## src/inc/omseq_pkg.sv

```systemverilog
// Constants and types of the operating mode sequencer
package omseq_pkg;

  // Clock and time figures, times in ns
  localparam int CLK_PERIOD_NS = 50;
  localparam int BLANK_DEF_NS = 160_000;
  localparam int POLL_DEF_NS = 16_000_000;
  localparam int MEMORY_LOAD_TIMEOUT_NS = 3_125_000;
  localparam int DEGL_NORM_NS = 1_000;
  localparam int DEGL_SLEEP_NS = 16_000;

  // Least times round up to whole cycles
  localparam int BLANK_DEF_CYC =
    (BLANK_DEF_NS + CLK_PERIOD_NS - 1) / CLK_PERIOD_NS;
  localparam int POLL_DEF_CYC =
    (POLL_DEF_NS + CLK_PERIOD_NS - 1) / CLK_PERIOD_NS;
  localparam int NVM_DEF_CYC =
    (MEMORY_LOAD_TIMEOUT_NS + CLK_PERIOD_NS - 1) / CLK_PERIOD_NS;
  localparam int DEGL_NORM_CYC =
    (DEGL_NORM_NS + CLK_PERIOD_NS - 1) / CLK_PERIOD_NS;
  localparam int DEGL_SLEEP_CYC =
    (DEGL_SLEEP_NS + CLK_PERIOD_NS - 1) / CLK_PERIOD_NS;

  // Counter widths
  localparam int TMR_W = 24;
  localparam int DEGL_W = 9;

  // Timeout field codes: all zero selects the default duration
  localparam logic [1:0] TSEL_DEF = 2'h0;
  localparam logic [1:0] TSEL_HALF = 2'h1;
  localparam logic [1:0] TSEL_DOUBLE = 2'h2;
  localparam logic [1:0] TSEL_QUAD = 2'h3;

  // Sleep activation: code value is arbitrary
  localparam logic [7:0] ACT_CODE = 8'h5A;
  localparam logic [1:0] ACT_REPEAT = 2'h3;
  localparam logic [1:0] ARM_RESET = 2'h0;

  typedef enum logic [3:0] {
    OMSEQ_OFF = 4'h0,
    OMSEQ_DOWNLOAD = 4'h1,
    OMSEQ_WAKE = 4'h2,
    OMSEQ_INIT = 4'h3,
    OMSEQ_NORMAL = 4'h4,
    OMSEQ_FAULT = 4'h5,
    OMSEQ_SLEEP = 4'h6,
    OMSEQ_POLLING = 4'h7,
    OMSEQ_RST_ACTIVE = 4'h8
  } omseq_state_t;

  // One write to wake_config_reg
  typedef struct packed {
    logic [7:0] code;
    logic [1:0] polling_timeout;
    logic [1:0] blanking_timeout;
  } omseq_wcfg_t;

  // Flags of general_status_reg kept by this block
  typedef struct packed {
    logic wakeup_flag;
    logic calibration_fault_flag;
    logic trimming_fault_flag;
  } omseq_flags_t;

endpackage

```

## src/design/omseq_sequencer.sv

```systemverilog
// Operating mode state machine with reset deglitch and mode timers
`timescale 1ns/1ns

module omseq_sequencer #(
  parameter int unsigned NVM_CYC = omseq_pkg::NVM_DEF_CYC,
  parameter int unsigned POLL_CYC = omseq_pkg::POLL_DEF_CYC
) (
  input wire logic clk_i,
  input wire logic nrst_i,
  input wire logic por_ok_i,
  input wire logic rst_pin_i,
  input wire logic nvm_ready_i,
  input wire logic trim_invalid_i,
  input wire logic calib_invalid_i,
  input wire logic diag_ok_i,
  input wire logic overtemp_i,
  input wire logic ot_mask_i,
  input wire logic internal_supply_fault_i,
  input wire logic wake_src_change_i,
  input wire logic addr_sel_i,
  input wire logic wcfg_wr_i,
  input wire omseq_pkg::omseq_wcfg_t wcfg_i,
  input wire logic status_rd_i,
  output omseq_pkg::omseq_state_t state_o,
  output omseq_pkg::omseq_flags_t flags_o,
  output logic wake_o,
  output logic chip_addr_o,
  output logic spi_ready_o,
  output logic vref_en_o,
  output logic [1:0] blanking_timeout_o,
  output logic [1:0] polling_timeout_o
);

  localparam int TW = omseq_pkg::TMR_W;
  localparam int DW = omseq_pkg::DEGL_W;
  localparam logic [TW-1:0] BLANK_BASE = TW'(omseq_pkg::BLANK_DEF_CYC);
  localparam logic [TW-1:0] POLL_BASE = TW'(POLL_CYC);
  localparam logic [TW-1:0] NVM_LIM = TW'(NVM_CYC);
  localparam logic [DW-1:0] DEGL_NORM = DW'(omseq_pkg::DEGL_NORM_CYC);
  localparam logic [DW-1:0] DEGL_SLEEP = DW'(omseq_pkg::DEGL_SLEEP_CYC);
  localparam logic [TW-1:0] TMR_MAX = {TW{1'b1}};

  // Field code to cycle count, zero code keeps the default
  function automatic logic [TW-1:0] tsel_cycles(
    input logic [1:0] sel,
    input logic [TW-1:0] base
  );
    logic [TW-1:0] r;
    r = base;
    unique case (sel)
      omseq_pkg::TSEL_DEF: r = base;
      omseq_pkg::TSEL_HALF: r = base >> 1;
      omseq_pkg::TSEL_DOUBLE: r = base << 1;
      omseq_pkg::TSEL_QUAD: r = base << 2;
    endcase
    return r;
  endfunction

  omseq_pkg::omseq_state_t state;
  omseq_pkg::omseq_state_t next_state;
  omseq_pkg::omseq_flags_t flags;
  logic por_q;
  logic rst_filt;
  logic [DW-1:0] degl_cnt;
  logic [DW-1:0] degl_lim;
  logic degl_flip;
  logic rst_rise;
  logic rst_fall;
  logic [TW-1:0] tmr;
  logic [TW-1:0] tmr_lim;
  logic tmr_done;
  logic [TW-1:0] pers;
  logic pers_done;
  logic diag_q;
  logic [1:0] blank_sel;
  logic [1:0] poll_sel;
  logic [1:0] arm_cnt;
  logic sleep_armed;
  logic fault_now;
  logic dl_clean;
  logic wake_entry;
  logic [TW-1:0] blank_cyc;
  logic [TW-1:0] poll_cyc;

  assign blank_cyc = tsel_cycles(blank_sel, BLANK_BASE);
  assign poll_cyc = tsel_cycles(poll_sel, POLL_BASE);
  assign fault_now = (overtemp_i && !ot_mask_i)
                     || internal_supply_fault_i;
  assign dl_clean = diag_ok_i && !trim_invalid_i && !calib_invalid_i;
  assign sleep_armed = (arm_cnt == omseq_pkg::ACT_REPEAT);
  assign wake_entry = (next_state == omseq_pkg::OMSEQ_WAKE)
                      && (state != omseq_pkg::OMSEQ_WAKE);

  // Longer filter in low power modes, where the pin may be noisy
  assign degl_lim = (state == omseq_pkg::OMSEQ_SLEEP
                     || state == omseq_pkg::OMSEQ_POLLING)
                    ? DEGL_SLEEP : DEGL_NORM;
  // At or above the limit: a mode change may shorten the filter mid-count
  assign degl_flip = (rst_pin_i != rst_filt)
                     && (degl_cnt >= degl_lim - DW'(1));
  assign rst_rise = degl_flip && rst_pin_i;
  assign rst_fall = degl_flip && !rst_pin_i;

  always_ff @(posedge clk_i or negedge nrst_i) begin
    if (!nrst_i) begin
      degl_cnt <= '0;
      rst_filt <= 1'b0;
    end else if (rst_pin_i == rst_filt) begin
      degl_cnt <= '0;
    end else if (degl_flip) begin
      degl_cnt <= '0;
      rst_filt <= rst_pin_i;
    end else begin
      degl_cnt <= degl_cnt + DW'(1);
    end
  end

  always_ff @(posedge clk_i or negedge nrst_i) begin
    if (!nrst_i) begin
      por_q <= 1'b0;
      diag_q <= 1'b0;
    end else begin
      por_q <= por_ok_i;
      diag_q <= diag_ok_i;
    end
  end

  always_comb begin
    unique case (state)
      omseq_pkg::OMSEQ_DOWNLOAD: tmr_lim = NVM_LIM;
      omseq_pkg::OMSEQ_INIT: tmr_lim = blank_cyc;
      omseq_pkg::OMSEQ_POLLING: tmr_lim = blank_cyc;
      omseq_pkg::OMSEQ_SLEEP: tmr_lim = poll_cyc;
      default: tmr_lim = TMR_MAX;
    endcase
  end
  assign tmr_done = (tmr >= tmr_lim - TW'(1));
  assign pers_done = (pers >= blank_cyc + poll_cyc - TW'(1));

  always_comb begin
    next_state = state;
    if (!por_ok_i) begin
      next_state = omseq_pkg::OMSEQ_OFF;
    end else begin
      unique case (state)
        omseq_pkg::OMSEQ_OFF: begin
          if (!por_q) next_state = omseq_pkg::OMSEQ_DOWNLOAD;
        end
        omseq_pkg::OMSEQ_DOWNLOAD: begin
          // Early wake needs a good supply; the load timeout wakes regardless
          if (nvm_ready_i && dl_clean && !internal_supply_fault_i) begin
            next_state = omseq_pkg::OMSEQ_WAKE;
          end else if (tmr_done) begin
            next_state = omseq_pkg::OMSEQ_WAKE;
          end
        end
        omseq_pkg::OMSEQ_WAKE: begin
          if (rst_rise) next_state = omseq_pkg::OMSEQ_INIT;
        end
        omseq_pkg::OMSEQ_INIT: begin
          if (rst_fall) begin
            next_state = omseq_pkg::OMSEQ_RST_ACTIVE;
          end else if (tmr_done && diag_ok_i == diag_q) begin
            next_state = diag_ok_i ? omseq_pkg::OMSEQ_NORMAL
                                   : omseq_pkg::OMSEQ_FAULT;
          end
        end
        omseq_pkg::OMSEQ_NORMAL: begin
          if (rst_fall) begin
            next_state = sleep_armed ? omseq_pkg::OMSEQ_SLEEP
                                     : omseq_pkg::OMSEQ_RST_ACTIVE;
          end else if (fault_now) begin
            next_state = omseq_pkg::OMSEQ_FAULT;
          end
        end
        omseq_pkg::OMSEQ_FAULT: begin
          if (rst_fall) begin
            next_state = omseq_pkg::OMSEQ_RST_ACTIVE;
          end else if (!fault_now && diag_ok_i) begin
            next_state = omseq_pkg::OMSEQ_NORMAL;
          end
        end
        omseq_pkg::OMSEQ_SLEEP: begin
          if (rst_rise) begin
            next_state = omseq_pkg::OMSEQ_INIT;
          end else if (tmr_done) begin
            next_state = omseq_pkg::OMSEQ_POLLING;
          end
        end
        omseq_pkg::OMSEQ_POLLING: begin
          if (rst_rise) begin
            next_state = omseq_pkg::OMSEQ_INIT;
          end else if (pers_done) begin
            next_state = omseq_pkg::OMSEQ_WAKE;
          end else if (tmr_done && !wake_src_change_i) begin
            next_state = omseq_pkg::OMSEQ_SLEEP;
          end
        end
        omseq_pkg::OMSEQ_RST_ACTIVE: begin
          if (rst_rise) next_state = omseq_pkg::OMSEQ_INIT;
        end
        default: next_state = omseq_pkg::OMSEQ_OFF;
      endcase
    end
  end

  always_ff @(posedge clk_i or negedge nrst_i) begin
    if (!nrst_i) begin
      state <= omseq_pkg::OMSEQ_OFF;
    end else begin
      state <= next_state;
    end
  end

  // Init timer restarts when diagnostics change, so the decision
  // is taken only on a level that held for the whole blanking time
  always_ff @(posedge clk_i or negedge nrst_i) begin
    if (!nrst_i) begin
      tmr <= '0;
    end else if (next_state != state) begin
      tmr <= '0;
    end else if (state == omseq_pkg::OMSEQ_INIT && diag_ok_i != diag_q) begin
      tmr <= '0;
    end else if (!tmr_done) begin
      tmr <= tmr + TW'(1);
    end
  end

  always_ff @(posedge clk_i or negedge nrst_i) begin
    if (!nrst_i) begin
      pers <= '0;
    end else if (state == omseq_pkg::OMSEQ_POLLING && wake_src_change_i) begin
      if (!pers_done) pers <= pers + TW'(1);
    end else begin
      pers <= '0;
    end
  end

  // Set wins over a read in the same cycle
  always_ff @(posedge clk_i or negedge nrst_i) begin
    if (!nrst_i) begin
      flags <= '0;
    end else begin
      if (wake_entry) begin
        flags.wakeup_flag <= 1'b1;
      end else if (status_rd_i) begin
        flags.wakeup_flag <= 1'b0;
      end
      if (state == omseq_pkg::OMSEQ_OFF) begin
        flags.trimming_fault_flag <= 1'b0;
        flags.calibration_fault_flag <= 1'b0;
      end else if (state == omseq_pkg::OMSEQ_DOWNLOAD && wake_entry) begin
        flags.trimming_fault_flag <= trim_invalid_i;
        flags.calibration_fault_flag <= calib_invalid_i;
      end
    end
  end

  always_ff @(posedge clk_i or negedge nrst_i) begin
    if (!nrst_i) begin
      chip_addr_o <= 1'b0;
    end else if (next_state == omseq_pkg::OMSEQ_INIT && rst_rise) begin
      chip_addr_o <= addr_sel_i;
    end
  end

  // SPI stays up through fault; any other mode waits for normal again
  always_ff @(posedge clk_i or negedge nrst_i) begin
    if (!nrst_i) begin
      spi_ready_o <= 1'b0;
    end else if (state == omseq_pkg::OMSEQ_NORMAL) begin
      spi_ready_o <= 1'b1;
    end else if (state != omseq_pkg::OMSEQ_FAULT) begin
      spi_ready_o <= 1'b0;
    end
  end

  always_ff @(posedge clk_i or negedge nrst_i) begin
    if (!nrst_i) begin
      vref_en_o <= 1'b0;
    end else begin
      vref_en_o <= (next_state == omseq_pkg::OMSEQ_INIT)
                   || (next_state == omseq_pkg::OMSEQ_NORMAL)
                   || (next_state == omseq_pkg::OMSEQ_FAULT);
    end
  end

  // Configuration survives sleep but not off or reset active
  always_ff @(posedge clk_i or negedge nrst_i) begin
    if (!nrst_i) begin
      blank_sel <= omseq_pkg::TSEL_DEF;
      poll_sel <= omseq_pkg::TSEL_DEF;
    end else if (state == omseq_pkg::OMSEQ_OFF
                 || state == omseq_pkg::OMSEQ_RST_ACTIVE) begin
      blank_sel <= omseq_pkg::TSEL_DEF;
      poll_sel <= omseq_pkg::TSEL_DEF;
    end else if (wcfg_wr_i && spi_ready_o) begin
      blank_sel <= wcfg_i.blanking_timeout;
      poll_sel <= wcfg_i.polling_timeout;
    end
  end

  always_ff @(posedge clk_i or negedge nrst_i) begin
    if (!nrst_i) begin
      arm_cnt <= omseq_pkg::ARM_RESET;
    end else if (!spi_ready_o || next_state == omseq_pkg::OMSEQ_SLEEP) begin
      arm_cnt <= omseq_pkg::ARM_RESET;
    end else if (wcfg_wr_i) begin
      if (wcfg_i.code != omseq_pkg::ACT_CODE) begin
        arm_cnt <= omseq_pkg::ARM_RESET;
      end else if (!sleep_armed) begin
        arm_cnt <= arm_cnt + 2'h1;
      end
    end
  end

  assign state_o = state;
  assign flags_o = flags;
  assign wake_o = flags.wakeup_flag;
  assign blanking_timeout_o = blank_sel;
  assign polling_timeout_o = poll_sel;
endmodule

```

## config.mk

```make
export PLATFORM = sky130hd
export DESIGN_NAME = omseq_sequencer
export DESIGN_NICKNAME = d
export VERILOG_FILES = /design/src/inc/omseq_pkg.sv /design/src/design/omseq_sequencer.sv
export SDC_FILE = /design/constraint.sdc
export NUM_CORES = 1
export LEC_CHECK = 0
export ABC_AREA = 0
export BUFFER_PORTS_ARGS = -buffer_cell sky130_fd_sc_hd__buf_4
export CAP_MARGIN = 20
export CORE_MARGIN = 2
export CORE_UTILIZATION = 45
export CTS_CLUSTER_DIAMETER = 50
export DETAILED_ROUTE_END_ITERATION = 6
export MAX_ROUTING_LAYER = met4
export PLACE_DENSITY = 0.68
export SYNTH_ARGS = -nofsm -noshare
export SYNTH_HDL_FRONTEND = slang
export SYNTH_SLANG_ARGS = --single-unit
```

## constraint.sdc

```tcl
create_clock -name clk_i -period 4.5 [get_ports clk_i]
set_input_delay 0.225 -clock clk_i [delete_from_list [all_inputs] [get_ports clk_i]]
set_output_delay 0.225 -clock clk_i [all_outputs]
set_load 0.05 [all_outputs]
```

==> results.toml <==
[min_path]
hold_class = "in -> reg"

[grt]
grt_pass1_vias = 5266
grt_pass1_wl_um = 25300
grt_max_degree = 77
grt_overflow = 0
grtUsageTotal_pct = 22.7
antenna_found_initial = 0

[sta]
tns_ps = -3390
finalMaxSlewViolations = 0
skew_ps = 9.45
max-slew-margin-rel_pct = 44.2
period_needed_ps = 4640
fin_ws_ps = -140
whs_ps = 19.0
period_share_pct = 103
fmax_mhz = 216
tightest_slew_ps = 831
rsz0062_at_grt = "yes"
hold_viol_final = 0
finalSetupViolCount = 29

[logic_synthesis]
synthTopCellsByArea = "dfrtp_1 32%, ha_1 15%, xor2_1 5.8%"
async_flop_share_pct = 100
syn_nets = 792
avgSynthCellArea_um2 = 8.67
synth_flop_cell = "dfrtp_1"
synth_edf_count = 0
yosys_register_bits = 76
ys_warn_count = 0
yosysSeqAreaShare_pct = 31.7
synth_top_area_share_pct = 31.7
synthCells = 693
yosys.area.top_type = "dfrtp_1"
yosysUniqueCellTypes = 70
syn_area_um2 = 6010

[clocking]
htree_num_levels = 3
cts_tree = "yes"
clk_latency_ps = 360
clkTransAtPathRegs_ps = 70
cts_inserted_buffers = 9
cts.sinks = 76
root_buffer = "clkbuf_16"
clockBufferDepth = 2

[detailed_routing]
avgRoutedWirePerCell_um = 15.5
routed_wl_um = 15000
initialDrtViolationCount = 295
viasPerCell = 5.48
ant_nets = 0
firstDrtPassIters = 4
drc = 0
route.vias.total = 5317

[critical_path]
crit_top_cell = "ha_4"
cp_top_family = "compound AO/OA/AOI/OAI gates"
critPathLaunchType = "register"
critPathSlowestCell = "dfrtp_4"
required_ps = 4740
slowest_delay_ps = 520
path_cells = "ha_4 -> inv_4 -> ha_4 -> inv_4 -> ha_4 -> and3b_1 -> o21a_1 -> o21a_1 -> o21ai_2 -> a21oi_2 -> o211ai_1 -> nand2_1 -> xor2_1 -> ha_1 -> nand4_1 -> nor3_1 -> o211ai_1 -> and4_4 -> or4b_4 -> a211o_4 -> o2111ai_4 -> buf_6 -> nor3_1"
crit_fanout = 7
path_buf_inv = 3
crit_path_end_kind = "register"
worst_ep_arrival_time_ps = 4880
critPathKind = "reg -> reg"

[finish]
n_antenna_cell = 0
post-route-util_pct = 57.9
layout-drive-gt1-share_pct = 25.0
final_cell_mix = "99 x buf_4, 68 x dfrtp_1, 66 x nor2_1"
nets = 889
final_cells = 971
final_common_cell = "buf_4"
area_delta_synth_final_pct = 26.7

[floorplanning]
die_area_um2 = 14300
die_y_um = 120
placementRows = 42
start_util_pct = 45.7
core_um2 = 13100
chipWidth_um = 120
ios = 42

[outcome]
violations = "setup timing"
status = "complete, but fails checks"

[power]
ir_worst_vdd_uv = 219
power.leakage_nw = 3.48
power_mw = 1.80
power_density_nw_per_um2 = 236

[job]
maxCapViolCount = 0

[placed_design]
placedCellCount = 947
gp_congestion = 0.886
portBuffers = 41
hpwl_um = 11400
## flip-flops by register name (all words and copies together), names as in the netlist, 2 cells and up
signal and cells:
flags_o 2, polling_timeout_o 2, pers 24, tmr 24
arm_cnt 2, degl_cnt 9, blanking_timeout_o 2, state_o 4
## metrics by stage
step                setup WS [ps]  cell area, um2
finish                       -140            7610
floorplan                   -57.4            6150
global route                 -410            7610
global placement            -75.4            7010
detailed placement           -199            7010
CTS                         -90.2            7440
## worst paths after layout
path | startpoint | endpoint | slack, ps | cells after the start
max | polling_timeout_o[0] | tmr[9] | -140 | 23
min | diag_ok_i | diag_q | 20 | 1
max reg2reg | polling_timeout_o[0] | tmr[9] | -140 | 23
min reg2reg | chip_addr_o | chip_addr_o | 490 | 1
max in group asynchronous | nrst_i | degl_cnt[1] | 3590 | 3
min in group asynchronous | nrst_i | pers[8] | 320 | 2
## layer usage
metal	global-route usage (%)	part of all wire [%]
met5	-	0
met2	37.3	50
met1	28.4	45
met3	3.28	3.2
met4	8.60	2.2
## layout make-up
type	instances	area, um2
clock buffer	9	225
clock inverter	7	123
fill	1169	5530
inverter	51	201
multi-input combinational	544	4050
sequential	76	1910
tap	176	220
timing repair buffer	108	876
## worst reg2reg max path, cell delays in order, from the launching register on
cell	delay [ps]
dfrtp_4	520
ha_4	180
inv_4	60
ha_4	200
inv_4	60
ha_4	180
and3b_1	170
o21a_1	180
o21a_1	190
o21ai_2	150
a21oi_2	90
o211ai_1	160
nand2_1	90
xor2_1	150
ha_1	280
nand4_1	120
nor3_1	190
o211ai_1	140
and4_4	190
or4b_4	500
a211o_4	350
o2111ai_4	140
buf_6	190
nor3_1	60
## repair_timing
item,4_1_cts,5_1_grt
setup endpoints to repair,29,47
hold buffers,1,1
buffers inserted,4,1
endpoints found under the hold margin,1,23
pin swaps,9,16
gates resized for setup,13,27
## synth_stat cells, drive strengths merged, types with 3 or more instances
master and number:
nor2b 8, a21o 5, nor3 35, xnor2 19, inv 51, and2 4, o21bai 3, and3 12
and4 3, nor4 6, buf 11, nor2 70, nand4 23, a2111oi 5, a21oi 46, o21ai 32
o22ai 3, o21a 6, ha 71, dfrtp 76, nand2 55, mux2 3, clkbuf 11, xor2 40
nand3 40, nand2b 6, a211oi 4, or2 3, o211ai 7, mux2i 3
## power by group
group	internal, mW	switching [mW]
clock	0.546	0.321
sequential	0.699	0.0188
combinational	0.0924	0.118
## logic make-up (layout without fill, tap and decap cells)
kind of cell    count (synthesis)  after routing  synth area share, %
simple gates                  277            277                 23.4
xor+xnor                       59             59                 8.60
fa+ha+maj                      72             72                 15.1
flops                          76             76                 31.7
compound gates                128            128                 14.8
buf+inv                        73            175                 5.27
mux                             6              6                 1.06
other cells                     2              2                0.125
Note: power is estimated with default switching activity, not from simulation.
